==> src/frpw_defines.vh <==
`ifndef FRPW_DEFINES_VH
`define FRPW_DEFINES_VH
`define FRPW_MODE_FREE_RUN  3'h5
`define FRPW_MODE_PULSE_W   3'h6
`define FRPW_CNT_MAX        16'hFFFF
`define FRPW_CNT_ZERO       16'h0000
`define FRPW_EDGE_NONE      2'h0
`define FRPW_EDGE_RISE      2'h1
`define FRPW_EDGE_FALL      2'h2
`define FRPW_EDGE_BOTH      2'h3
`define FRPW_OPT_WRAP_BIT   0
`define FRPW_OPT_FS0_BIT    4
`define FRPW_OPT_FS1_BIT    5
`define FRPW_CCR_RESET      16'h0000
`endif

==> src/frpw_edge_detect.v <==
`timescale 1ns/100ps
`include "frpw_defines.vh"
module frpw_edge_detect (
  input  wire       clk,
  input  wire       rst_n,
  input  wire       pin_in,
  input  wire [1:0] edge_sel,
  output reg        edge_hit
);
  reg prev_reg;

  always @(posedge clk or negedge rst_n) begin
    if (!rst_n) begin
      prev_reg <= 1'b0;
      edge_hit <= 1'b0;
    end else begin
      prev_reg <= pin_in;
      case (edge_sel)
        `FRPW_EDGE_RISE: edge_hit <= pin_in & ~prev_reg;
        `FRPW_EDGE_FALL: edge_hit <= ~pin_in & prev_reg;
        `FRPW_EDGE_BOTH: edge_hit <= pin_in ^ prev_reg;
        default:         edge_hit <= 1'b0;
      endcase
    end
  end
endmodule // frpw_edge_detect

==> src/frpw_capture.v <==
`timescale 1ns/100ps
`include "frpw_defines.vh"
// Behaviour
// - Mode field 110 selects pulse width measurement.
// - Pulse mode: valid edge stores count and clears counter to zero.
// - Pulse mode capture raises that input's channel interrupt.
// - At FFFF without capture, next count clock pulses overflow, wraps, continues.
// - Every wrap sets sticky overflow flag until software clears it.
// - Flag cleared by bit clear or byte write with bit 0 zero.
// - Overflow set wins over a simultaneous clear.
// - Free-running: both capture/compare registers act independently.
// - Mode field 101 selects free-running; counting starts with run bit.
// - Function select bits choose compare or capture per channel.
// - Compare match raises channel interrupt and toggles output pin.
// - Free-running capture stores count, raises interrupt, keeps counting.
module frpw_capture (
  input  wire        clk,
  input  wire        rst_n,
  input  wire        count_en,
  input  wire        count_run_bit,
  input  wire [2:0]  op_mode_field,
  input  wire [7:0]  option_wdata,
  input  wire        option_byte_wr,
  input  wire        bit_clear_op,
  input  wire [1:0]  edge_sel_zero,
  input  wire [1:0]  edge_sel_one,
  input  wire        capture_input_zero,
  input  wire        capture_input_one,
  input  wire        ccr0_wr,
  input  wire        ccr1_wr,
  input  wire [15:0] ccr_wdata,
  output reg  [15:0] capture_compare_reg_zero,
  output reg  [15:0] capture_compare_reg_one,
  output reg  [15:0] count_value,
  output reg         wrap_flag,
  output reg         chan0_function_select,
  output reg         chan1_function_select,
  output reg         channel_event_irq_zero,
  output reg         channel_event_irq_one,
  output reg         wrap_irq,
  output reg         timer_output_pin_zero,
  output reg         timer_output_pin_one
);
  wire hit0;
  wire hit1;
  reg  run_q_reg;

  frpw_edge_detect u_edge0 (
    .clk      (clk),
    .rst_n    (rst_n),
    .pin_in   (capture_input_zero),
    .edge_sel (edge_sel_zero),
    .edge_hit (hit0)
  );

  frpw_edge_detect u_edge1 (
    .clk      (clk),
    .rst_n    (rst_n),
    .pin_in   (capture_input_one),
    .edge_sel (edge_sel_one),
    .edge_hit (hit1)
  );

  // Equality of the counter with a reference, shared by match and wrap logic.
  function count_equals;
    input [15:0] cnt;
    input [15:0] ref_val;
    begin
      count_equals = (cnt == ref_val);
    end
  endfunction

  // A channel captures always in pulse mode, in free-run only when set for capture.
  function capture_gate;
    input act;
    input hit;
    input pw;
    input fsel;
    begin
      capture_gate = act & hit & (pw | fsel);
    end
  endfunction

  // A channel matches only in free-run, when set for compare, on a count enable.
  function match_gate;
    input        tk;
    input        fr;
    input        fsel;
    input [15:0] cnt;
    input [15:0] val;
    begin
      match_gate = tk & fr & ~fsel & count_equals(cnt, val);
    end
  endfunction

  wire mode_pw = (op_mode_field == `FRPW_MODE_PULSE_W);
  wire mode_fr = (op_mode_field == `FRPW_MODE_FREE_RUN);
  wire active  = count_run_bit & (mode_pw | mode_fr);
  wire start   = active & ~run_q_reg;
  wire tick    = active & count_en;
  wire cap0     = capture_gate(active, hit0, mode_pw, chan0_function_select);
  wire cap1     = capture_gate(active, hit1, mode_pw, chan1_function_select);
  wire pw_clear = mode_pw & (cap0 | cap1);
  wire cmp0 = match_gate(tick, mode_fr, chan0_function_select, count_value, capture_compare_reg_zero);
  wire cmp1 = match_gate(tick, mode_fr, chan1_function_select, count_value, capture_compare_reg_one);
  wire wrap = tick & count_equals(count_value, `FRPW_CNT_MAX) & ~pw_clear;
  wire clr = bit_clear_op | (option_byte_wr & ~option_wdata[`FRPW_OPT_WRAP_BIT]);

  reg  [15:0] count_next;
  reg  [15:0] ccr0_next;
  reg  [15:0] ccr1_next;
  reg         flag_next;
  reg         fs0_next;
  reg         fs1_next;
  reg         out0_next;
  reg         out1_next;

  always @* begin
    count_next = count_value;
    if (!active) begin
      count_next = `FRPW_CNT_ZERO;
    end else if (pw_clear) begin
      count_next = `FRPW_CNT_ZERO;
    end else if (tick) begin
      count_next = count_value + 16'h0001;
    end
  end

  always @* begin
    ccr0_next = capture_compare_reg_zero;
    if (cap0) begin
      ccr0_next = count_value;
    end else if (ccr0_wr) begin
      ccr0_next = ccr_wdata;
    end
  end

  always @* begin
    ccr1_next = capture_compare_reg_one;
    if (cap1) begin
      ccr1_next = count_value;
    end else if (ccr1_wr) begin
      ccr1_next = ccr_wdata;
    end
  end

  always @* begin
    flag_next = wrap_flag;
    if (wrap) begin
      flag_next = 1'b1;
    end else if (clr) begin
      flag_next = 1'b0;
    end
  end

  always @* begin
    fs0_next = chan0_function_select;
    fs1_next = chan1_function_select;
    if (option_byte_wr) begin
      fs0_next = option_wdata[`FRPW_OPT_FS0_BIT];
      fs1_next = option_wdata[`FRPW_OPT_FS1_BIT];
    end
  end

  // Outputs invert at a free-run start and on each compare match.
  // toggle output pin
  always @* begin
    out0_next = timer_output_pin_zero ^ ((start & mode_fr) | cmp0);
    out1_next = timer_output_pin_one ^ ((start & mode_fr) | cmp1);
  end

  always @(posedge clk or negedge rst_n) begin
    if (!rst_n) begin
      run_q_reg                <= 1'b0;
      count_value              <= `FRPW_CNT_ZERO;
      capture_compare_reg_zero <= `FRPW_CCR_RESET;
      capture_compare_reg_one  <= `FRPW_CCR_RESET;
      wrap_flag                <= 1'b0;
      chan0_function_select    <= 1'b0;
      chan1_function_select    <= 1'b0;
      channel_event_irq_zero   <= 1'b0;
      channel_event_irq_one    <= 1'b0;
      wrap_irq                 <= 1'b0;
      timer_output_pin_zero    <= 1'b0;
      timer_output_pin_one     <= 1'b0;
    end else begin
      run_q_reg                <= active;
      chan0_function_select    <= fs0_next;
      chan1_function_select    <= fs1_next;
      count_value              <= count_next;
      capture_compare_reg_zero <= ccr0_next;
      capture_compare_reg_one  <= ccr1_next;
      wrap_flag                <= flag_next;
      timer_output_pin_zero    <= out0_next;
      timer_output_pin_one     <= out1_next;
      channel_event_irq_zero <= cap0 | cmp0;
      channel_event_irq_one  <= cap1 | cmp1;
      wrap_irq               <= wrap;
    end
  end
endmodule // frpw_capture

==> config.mk <==
export PLATFORM = sky130hd
export DESIGN_NAME = frpw_capture
export DESIGN_NICKNAME = d
export VERILOG_FILES = /design/src/frpw_edge_detect.v /design/src/frpw_capture.v
export VERILOG_INCLUDE_DIRS = /design/src /design/src/src
export SDC_FILE = /design/constraint.sdc
export NUM_CORES = 1
export LEC_CHECK = 0
export BUFFER_PORTS_ARGS = -buffer_cell sky130_fd_sc_hd__buf_2
export CORE_ASPECT_RATIO = 1.75
export CORE_MARGIN = 2
export CORE_UTILIZATION = 56
export DETAILED_ROUTE_END_ITERATION = 10
export PLACE_DENSITY = 0.86
export SYNTH_ARGS = -nofsm -noshare
export SYNTH_HDL_FRONTEND = slang
export SYNTH_HIERARCHICAL = 1
export SYNTH_SLANG_ARGS = --single-unit
==> constraint.sdc <==
create_clock -name clk -period 5.1 [get_ports clk]
set_clock_uncertainty 0.2 [all_clocks]
set_input_delay 0 -clock clk [delete_from_list [all_inputs] [get_ports clk]]
set_output_delay 0 -clock clk [all_outputs]
set_load 0.02 [all_outputs]
==> results.yml, run 1 <==
yosys:
  ys_ff_latch: 61
  synth_cells: 328
  postSynthNetCount: 374
  synth_top_area_share_pct: 46.7
  synth.avg_cell_area_sq_um: 9.96
  netlist.top_cell.by_area: "dfrtp_1"
  syn_area_sq_um: 3270
  yosysWarnings: 6
  yosys-top-cells-area: "dfrtp_1 (47%), xor2_1 (10%), mux2i_1 (10%), nand2_1 (5.2%), o21ai_0 (4.9%)"
  yosysSeqAreaShare_pct: 46.7
  synth_cell_types: 33
placed_design:
  port-buffer-count: 91
  finalWeightedCongestion: 0.823
  pre_cts_slack_ns: 3.14
  dp_cells: 471
  hpwl_mm: 5.57
setup_path:
  cp.arrival_ns: 2.55
  worstReg2RegEnd: "wrap_flag$_DFFE_PN0P_"
  cpPeakStageDelay_ns: 0.54
  crit_fanout: 9
  crit_path_start_kind: "flip-flop"
  cpMaxStageDelayCell: "dlygate4sd3_1"
  r2r_slack_ns: 2.63
  r2r-start: "count_value[2]$_DFFE_PN0P_"
  crit_chain: "and4_1 > and4_1 > nand2_1 > nor3_2 > a31o_2 > dlygate4sd3_1"
  crit_top_cell: "and4_1"
  critPathKind: "flip-flop to flip-flop"
  worstPathRequired_ns: 5.18
  rr_worst_depth: 6
  crit_path_end_kind: "flip-flop"
layout:
  top_regs: "capture_compare_reg_one: 16 flops, capture_compare_reg_zero: 16 flops, count_value: 16 flops"
  utilization_pct: 76.9
  n_fill_cell: 396
  multi_input_area_sq_um: 1580
  fin_nets: 486
  fin_cells: 522
  seqCellArea_sq_um: 1530
  drive_above_1_share_pct: 27.0
  area_growth_pct: 31.4
clock_network:
  cts_setup_buffers: 0
  cts_made_buffers: 9
  cts_max_path_buffers: 2
  cts_tree: "done"
  clock_sinks: 61
  insertion_delay_ns: 0.34
  h-tree-depth: 3
  root_buffer: "clkbuf_8"
  clk_pin_slew_worst_paths_ns: 0.07
floorplan:
  die-area_sq_um: 6490
  die_w_um: 61.7
  initial_core_util_pct: 58.5
  fp-row-count: 36
  ios: 97
  coreArea_sq_um: 5590
  die_y_um: 105
drt:
  drcViolationCount: 0
  drt-total-wl_mm: 9.07
  wl_per_cell_um: 17.4
  viasPerCell: 5.42
  drtPass1Iterations: 4
  ant_nets: 0
  num_vias: 2829
  drtIter0Drc: 199
min_path:
  min_path_cells: 5
  holdPathEnd: "channel_event_irq_one$_DFF_PN0_"
  worstHoldStart: "op_mode_field[0]"
  hp-class: "input port to flip-flop"
sta:
  setup_tns_ns: 0
  setup_slack_ns: 2.63
  maxSlewHeadroom_pct: 49.0
  layout_min_cycle_time_ns: 2.47
  hold_viol_final: 0
  fin_crit_sh_pct: 48.4
  max_slew.worst_pin.slew_ns: 0.765
  slew_viol_final: 0
  rsz0062_at_grt: "false"
  setup_violations: 0
  timing.fmax_ghz: 0.405
outcome:
  status: "finished clean"
grt:
  grt_pass1_vias: 3023
  grt-ovfl-total: 0
  grt_max_degree: 62
  grt_pass1_wl_mm: 14.6
  antenna_found_initial: 1
  grt_util_all_layers_pct: 30.3
power_and_ir_drop:
  peakVddDrop_v: 0.000246
  power_uw: 1320
  cellLeakagePower_uw: 0.00210
  p_per_area_nw_per_um2: 307
job:
  max_cap_viol_count: 0
## cell type report
type | instances | share of cell area, %
clock inverter | 3 | 1.52
tap | 76 | 2.22
inverter | 5 | 0.437
sequential | 61 | 35.6
multi-input combinational | 234 | 36.8
clock buffer | 13 | 4.17
antenna | 1 | 0.0583
timing repair buffer | 129 | 19.2
## cells by family (layout without fill, tap and decap cells)
| logic type | Yosys count | after routing | synth area share [%] |
|---|---|---|---|
| compound gates | 45 | 45 | 7.27 |
| buf+inv | 33 | 150 | 5.17 |
| simple gates | 100 | 100 | 15.0 |
| xor+xnor | 49 | 49 | 13.1 |
| other cells | 0 | 1 | 0 |
| flops | 61 | 61 | 46.7 |
| fa+ha+maj | 5 | 5 | 1.91 |
| mux | 35 | 35 | 10.8 |
## layer usage
layer / track usage (%) / vias up / routed length (um) / share of wire, %
met5: 0 / - / 0 / 0
met4: 16.9 / 0 / 418 / 4.6
met3: 6.31 / 38 / 501 / 5.5
met2: 48.9 / 117 / 4820 / 53
met1: 35.8 / 1348 / 3330 / 37
li1: - / 1326 / - / -
## power breakdown
part | internal (uW) | switching (uW) | leakage, uW | total (uW)
clock network | 328 | 189 | 0.000126 | 517
registers | 525 | 40.9 | 0.000766 | 566
logic | 99.1 | 137 | 0.00121 | 236
total | 952 | 367 | 0.00210 | 1320
## per-stage QoR
stage	hold WS, ns	cell area [sq um]
CTS	0.0107	4290
global placement	-0.0625	3710
finish	0.0393	4290
global route	0.0746	4290
detailed placement	-0.0586	3710
floorplan	-0.496	3270
## repair_timing
item,4_1_cts,5_1_grt
gates resized for setup,0,0
hold endpoints to repair,108,0
hold buffers,34,0
## how the worst max path moves through the flow
stage / startpoint / to / slack [ns] / cells after the start
2_1_floorplan: count_value[12]$_DFFE_PN0P_ / timer_output_pin_one$_DFF_PN0_ / 3.26 / 5
3_3_place_gp: count_value[2]$_DFFE_PN0P_ / timer_output_pin_one$_DFF_PN0_ / 3.15 / 5
3_5_place_dp: count_value[2]$_DFFE_PN0P_ / timer_output_pin_one$_DFF_PN0_ / 3.14 / 5
4_1_cts: count_value[2]$_DFFE_PN0P_ / wrap_flag$_DFFE_PN0P_ / 2.65 / 6
5_1_grt: count_value[2]$_DFFE_PN0P_ / wrap_flag$_DFFE_PN0P_ / 2.54 / 6
6_report: count_value[2]$_DFFE_PN0P_ / wrap_flag$_DFFE_PN0P_ / 2.63 / 6
## critical path: cells and delay by family, from the launching register on
| family | cells | cell delay (ns) |
|---|---|---|
| compound gates | 1 | 0.14 |
| flops | 1 | 0.53 |
| simple gates | 4 | 0.99 |
| buf+inv | 1 | 0.54 |
## Yosys cell counts
master,n
a21oi_1,3
a31o_2,1
and2_1,2
and3_1,1
and4_1,5
buf_2,15
buf_4,1
buf_6,3
clkbuf_1,9
dfrtp_1,61
ha_1,5
inv_1,5
mux2_2,2
mux2i_1,33
nand2_1,45
nand2b_1,3
nand3_1,7
nand4_1,5
nor2_1,16
nor2b_1,4
nor2b_4,1
nor3_1,3
nor3_2,1
nor4_1,4
o21ai_0,32
o21ai_1,6
o21ai_2,1
o21bai_1,2
or3_1,1
or4_1,1
or4_4,1
xnor2_1,11
xor2_1,38
## cell usage in the layout, fill, tap and decap left out, drive strengths merged, types with 7 or more instances in the layout
cell,instances
nand2,45
mux2i,33
xor2,38
xnor2,11
nor2,16
dlygate4sd3,34
nand3,7
o21ai,39
clkbuf,13
dfrtp,61
buf,95
Power figures use the tool's default switching activity.
==> run 2: changes to the inputs <==
ABC_AREA = 1   (was default)
CORE_UTILIZATION = 48   (was 56)
PLACE_DENSITY = 0.77   (was 0.86)
clock period = 2 ns   (was 5.1 ns; I/O delays follow)
==> results.yml, run 2 <==
grt:
  grt-ovfl-total: 0
  grt_pass1_wl_mm: 18.6
  antenna_found_initial: 0
  grt_pass1_vias: 4011
  grt_util_all_layers_pct: 28.3
  grt_max_degree: 62
yosys:
  synthAdderAreaFrac_pct: 1.70
  synth_top_area_share_pct: 41.5
  postSynthNetCount: 569
  ys_ff_latch: 61
  synth_cells: 523
  synthMuxAreaShare_pct: 0
  netlist.top_cell.by_area: "dfrtp_1"
  synth_compound_area_share_pct: 6.91
  syn_area_sq_um: 3670
  async_reset_ff_share_pct: 100
  synth_edf_count: 0
  yosysSeqAreaShare_pct: 41.5
  synth.avg_cell_area_sq_um: 7.03
  synth_most_common_cell: "nand2_1"
  synth_xor_xnor_area_share_pct: 2.62
  yosys-top-cells-area: "dfrtp_1 (42%), nand2_1 (16%), nand3_1 (14%), inv_1 (6.5%), nor2_1 (4.0%)"
  synth_top_family_by_area: "simple AND/OR/NAND/NOR gates"
  synthSimpleGateAreaFrac_pct: 37.2
  ys.flop_type: "dfrtp_1"
  yosys-top-cells-count: "nand2_1 (154), nand3_1 (102), inv_1 (64)"
  yosysWarnings: 6
  synth_cell_types: 28
layout:
  area_growth_pct: 34.1
  final_cell_mix: "nand2_1 (153), nand3_1 (102), buf_2 (91), inv_1 (64), dfrtp_1 (59)"
  drive_above_1_share_pct: 19.4
  final_common_cell: "nand2_1"
  top_regs: "capture_compare_reg_one: 16 flops, capture_compare_reg_zero: 16 flops, count_value: 16 flops"
  seqCellArea_sq_um: 1530
  antenna_cells: 0
  fin_nets: 701
  n_fill_cell: 633
  multi_input_area_sq_um: 1780
  utilization_pct: 65.6
setup_path:
  cpMaxStageDelayCell: "dlygate4sd3_1"
  crit_path_end_kind: "flip-flop"
  crit_chain: "dlygate4sd3_1 > buf_2 > inv_1 > a21oi_4 > nand3_4 > nand3_1 > dlygate4sd3_1 > nand3_1"
  worstPathRequired_ns: 2.01
  crit_path_start_kind: "input port"
  critPathBufInv: 4
  crit_fanout: 11
  critPathKind: "input port to flip-flop"
  path_delay_family: "buffers and inverters"
  cp.arrival_ns: 1.90
  cpPeakStageDelay_ns: 0.56
drt:
  drcViolationCount: 0
  drtIter0Drc: 339
  wl_per_cell_um: 15.3
  drt-total-wl_mm: 11.5
  ant_nets: 0
  drtPass1Iterations: 5
  viasPerCell: 5.42
  num_vias: 4056
power_and_ir_drop:
  peakVddDrop_v: 0.000642
  cellLeakagePower_uw: 0.00253
  p_per_area_nw_per_um2: 696
floorplan:
  die_y_um: 120
  initial_core_util_pct: 48.9
  die_w_um: 70.1
  die-area_sq_um: 8400
  fp-row-count: 42
  ios: 97
  coreArea_sq_um: 7510
sta:
  hold-worst-slack_ns: -0.00350
  setup_tns_ns: 0
  fin_crit_sh_pct: 94.5
  setup_violations: 0
  slew_viol_final: 0
  maxSlewHeadroom_pct: 56.2
  layout_min_cycle_time_ns: 1.89
  max_slew.worst_pin.slew_ns: 0.656
  rsz0062_at_grt: "false"
  hold_viol_final: 1
  timing.fmax_ghz: 0.529
min_path:
  hp-class: "input port to async pin"
placed_design:
  finalWeightedCongestion: 0.895
  hpwl_mm: 7.66
  port-buffer-count: 91
clock_network:
  root_buffer: "clkbuf_16"
  insertion_delay_ns: 0.33
  clock_sinks: 61
  cts_setup_buffers: 0
  clk_pin_slew_worst_paths_ns: 0.05
  cts_max_path_buffers: 2
  h-tree-depth: 3
  cts_tree: "done"
  cts_made_buffers: 9
job:
  max_cap_viol_count: 0
outcome:
  status: "finished with violations"
  violations: "negative hold slack"
[run 2: changes by cell type after synthesis, sizes merged, moves of 17 or more]
cell / previous run / this run
xor2: 38 / 8
nand2: 45 / 155
mux2i: 33 / 0
o21ai: 39 / 22
inv: 5 / 68
nor2: 16 / 41
nand3: 7 / 104
[run 2: stage by stage]
step	instances	hold WS, ns	setup WS [ns]	power, uW	area (sq um)
after floorplan	523	-0.496	0.169	1720	3670
after global placement	690	-0.168	0.190	1940	4230
final	748	-0.00350	0.111	3430	4930
after CTS	748	0.00741	0.119	3440	4920
after global routing	748	0.0314	0.0124	3560	4930
after detailed placement	690	-0.162	0.126	1950	4230
[run 2: final timing paths]
kind / from / end / cells after the start / slack, ns
worst max register to register: chan0_function_select$_DFFE_PN0P_ / capture_compare_reg_zero[9]$_DFFE_PN0P_ / 6 / 0.14
max in group asynchronous: rst_n / count_value[0]$_DFFE_PN0P_ / 3 / 1.29
worst min-delay path: rst_n / capture_compare_reg_zero[3]$_DFFE_PN0P_ / 3 / -0.004
worst min register to register: capture_compare_reg_zero[7]$_DFFE_PN0P_ / capture_compare_reg_zero[7]$_DFFE_PN0P_ / 2 / 0.34
worst max-delay path: count_run_bit / capture_compare_reg_zero[9]$_DFFE_PN0P_ / 8 / 0.11
min in group clk: op_mode_field[2] / channel_event_irq_zero$_DFF_PN0_ / 5 / 0.01
[run 2: cell families after synthesis]
| logic type | count (synthesis) |
|---|---|
| compound gates | 40 |
| xor+xnor | 11 |
| fa+ha+maj | 5 |
| buf+inv | 92 |
| flops | 61 |
| simple gates | 314 |
[run 2: cell type report]
cell class              instances  area share [%]
multi-input cells             370            36.2
flip-flops and latches         61            31.0
repair buffers                145            19.9
clock buffers                  15            5.43
inverters                      68            5.18
well taps                      88            2.23
clock inverters                 1           0.102
[run 2: metal layers]
| metal | track usage [%] | wire, um | vias up |
|---|---|---|---|
| li1 | - | - | 1951 |
| met1 | 30.9 | 4230 | 1924 |
| met2 | 50.6 | 6220 | 152 |
| met3 | 4.70 | 564 | 29 |
| met4 | 16.8 | 434 | 0 |
| met5 | 0 | 0 | - |
[run 2: worst reg2reg max path, cell delays in order, from the launching register on]
cell,delay [ns]
dfrtp_1,0.39
inv_1,0.08
nand2_1,0.11
nand3_4,0.18
nand3_1,0.12
dlygate4sd3_1,0.56
nand3_1,0.09
[run 2: power by group]
| part | leakage [uW] | switching (uW) | internal [uW] |
|---|---|---|---|
| logic | 0.00162 | 357 | 244 |
| registers | 0.000777 | 83.8 | 1320 |
| clock network | 0.000134 | 520 | 904 |
| total | 0.00253 | 961 | 2470 |
[run 2: what timing repair did]
| action | in CTS | in global routing |
|---|---|---|
| hold buffers | 42 | 0 |
| endpoints found under the setup margin | 0 | 4 |
| resized for setup | 0 | 3 |
| endpoints found under the hold margin | 118 | 0 |
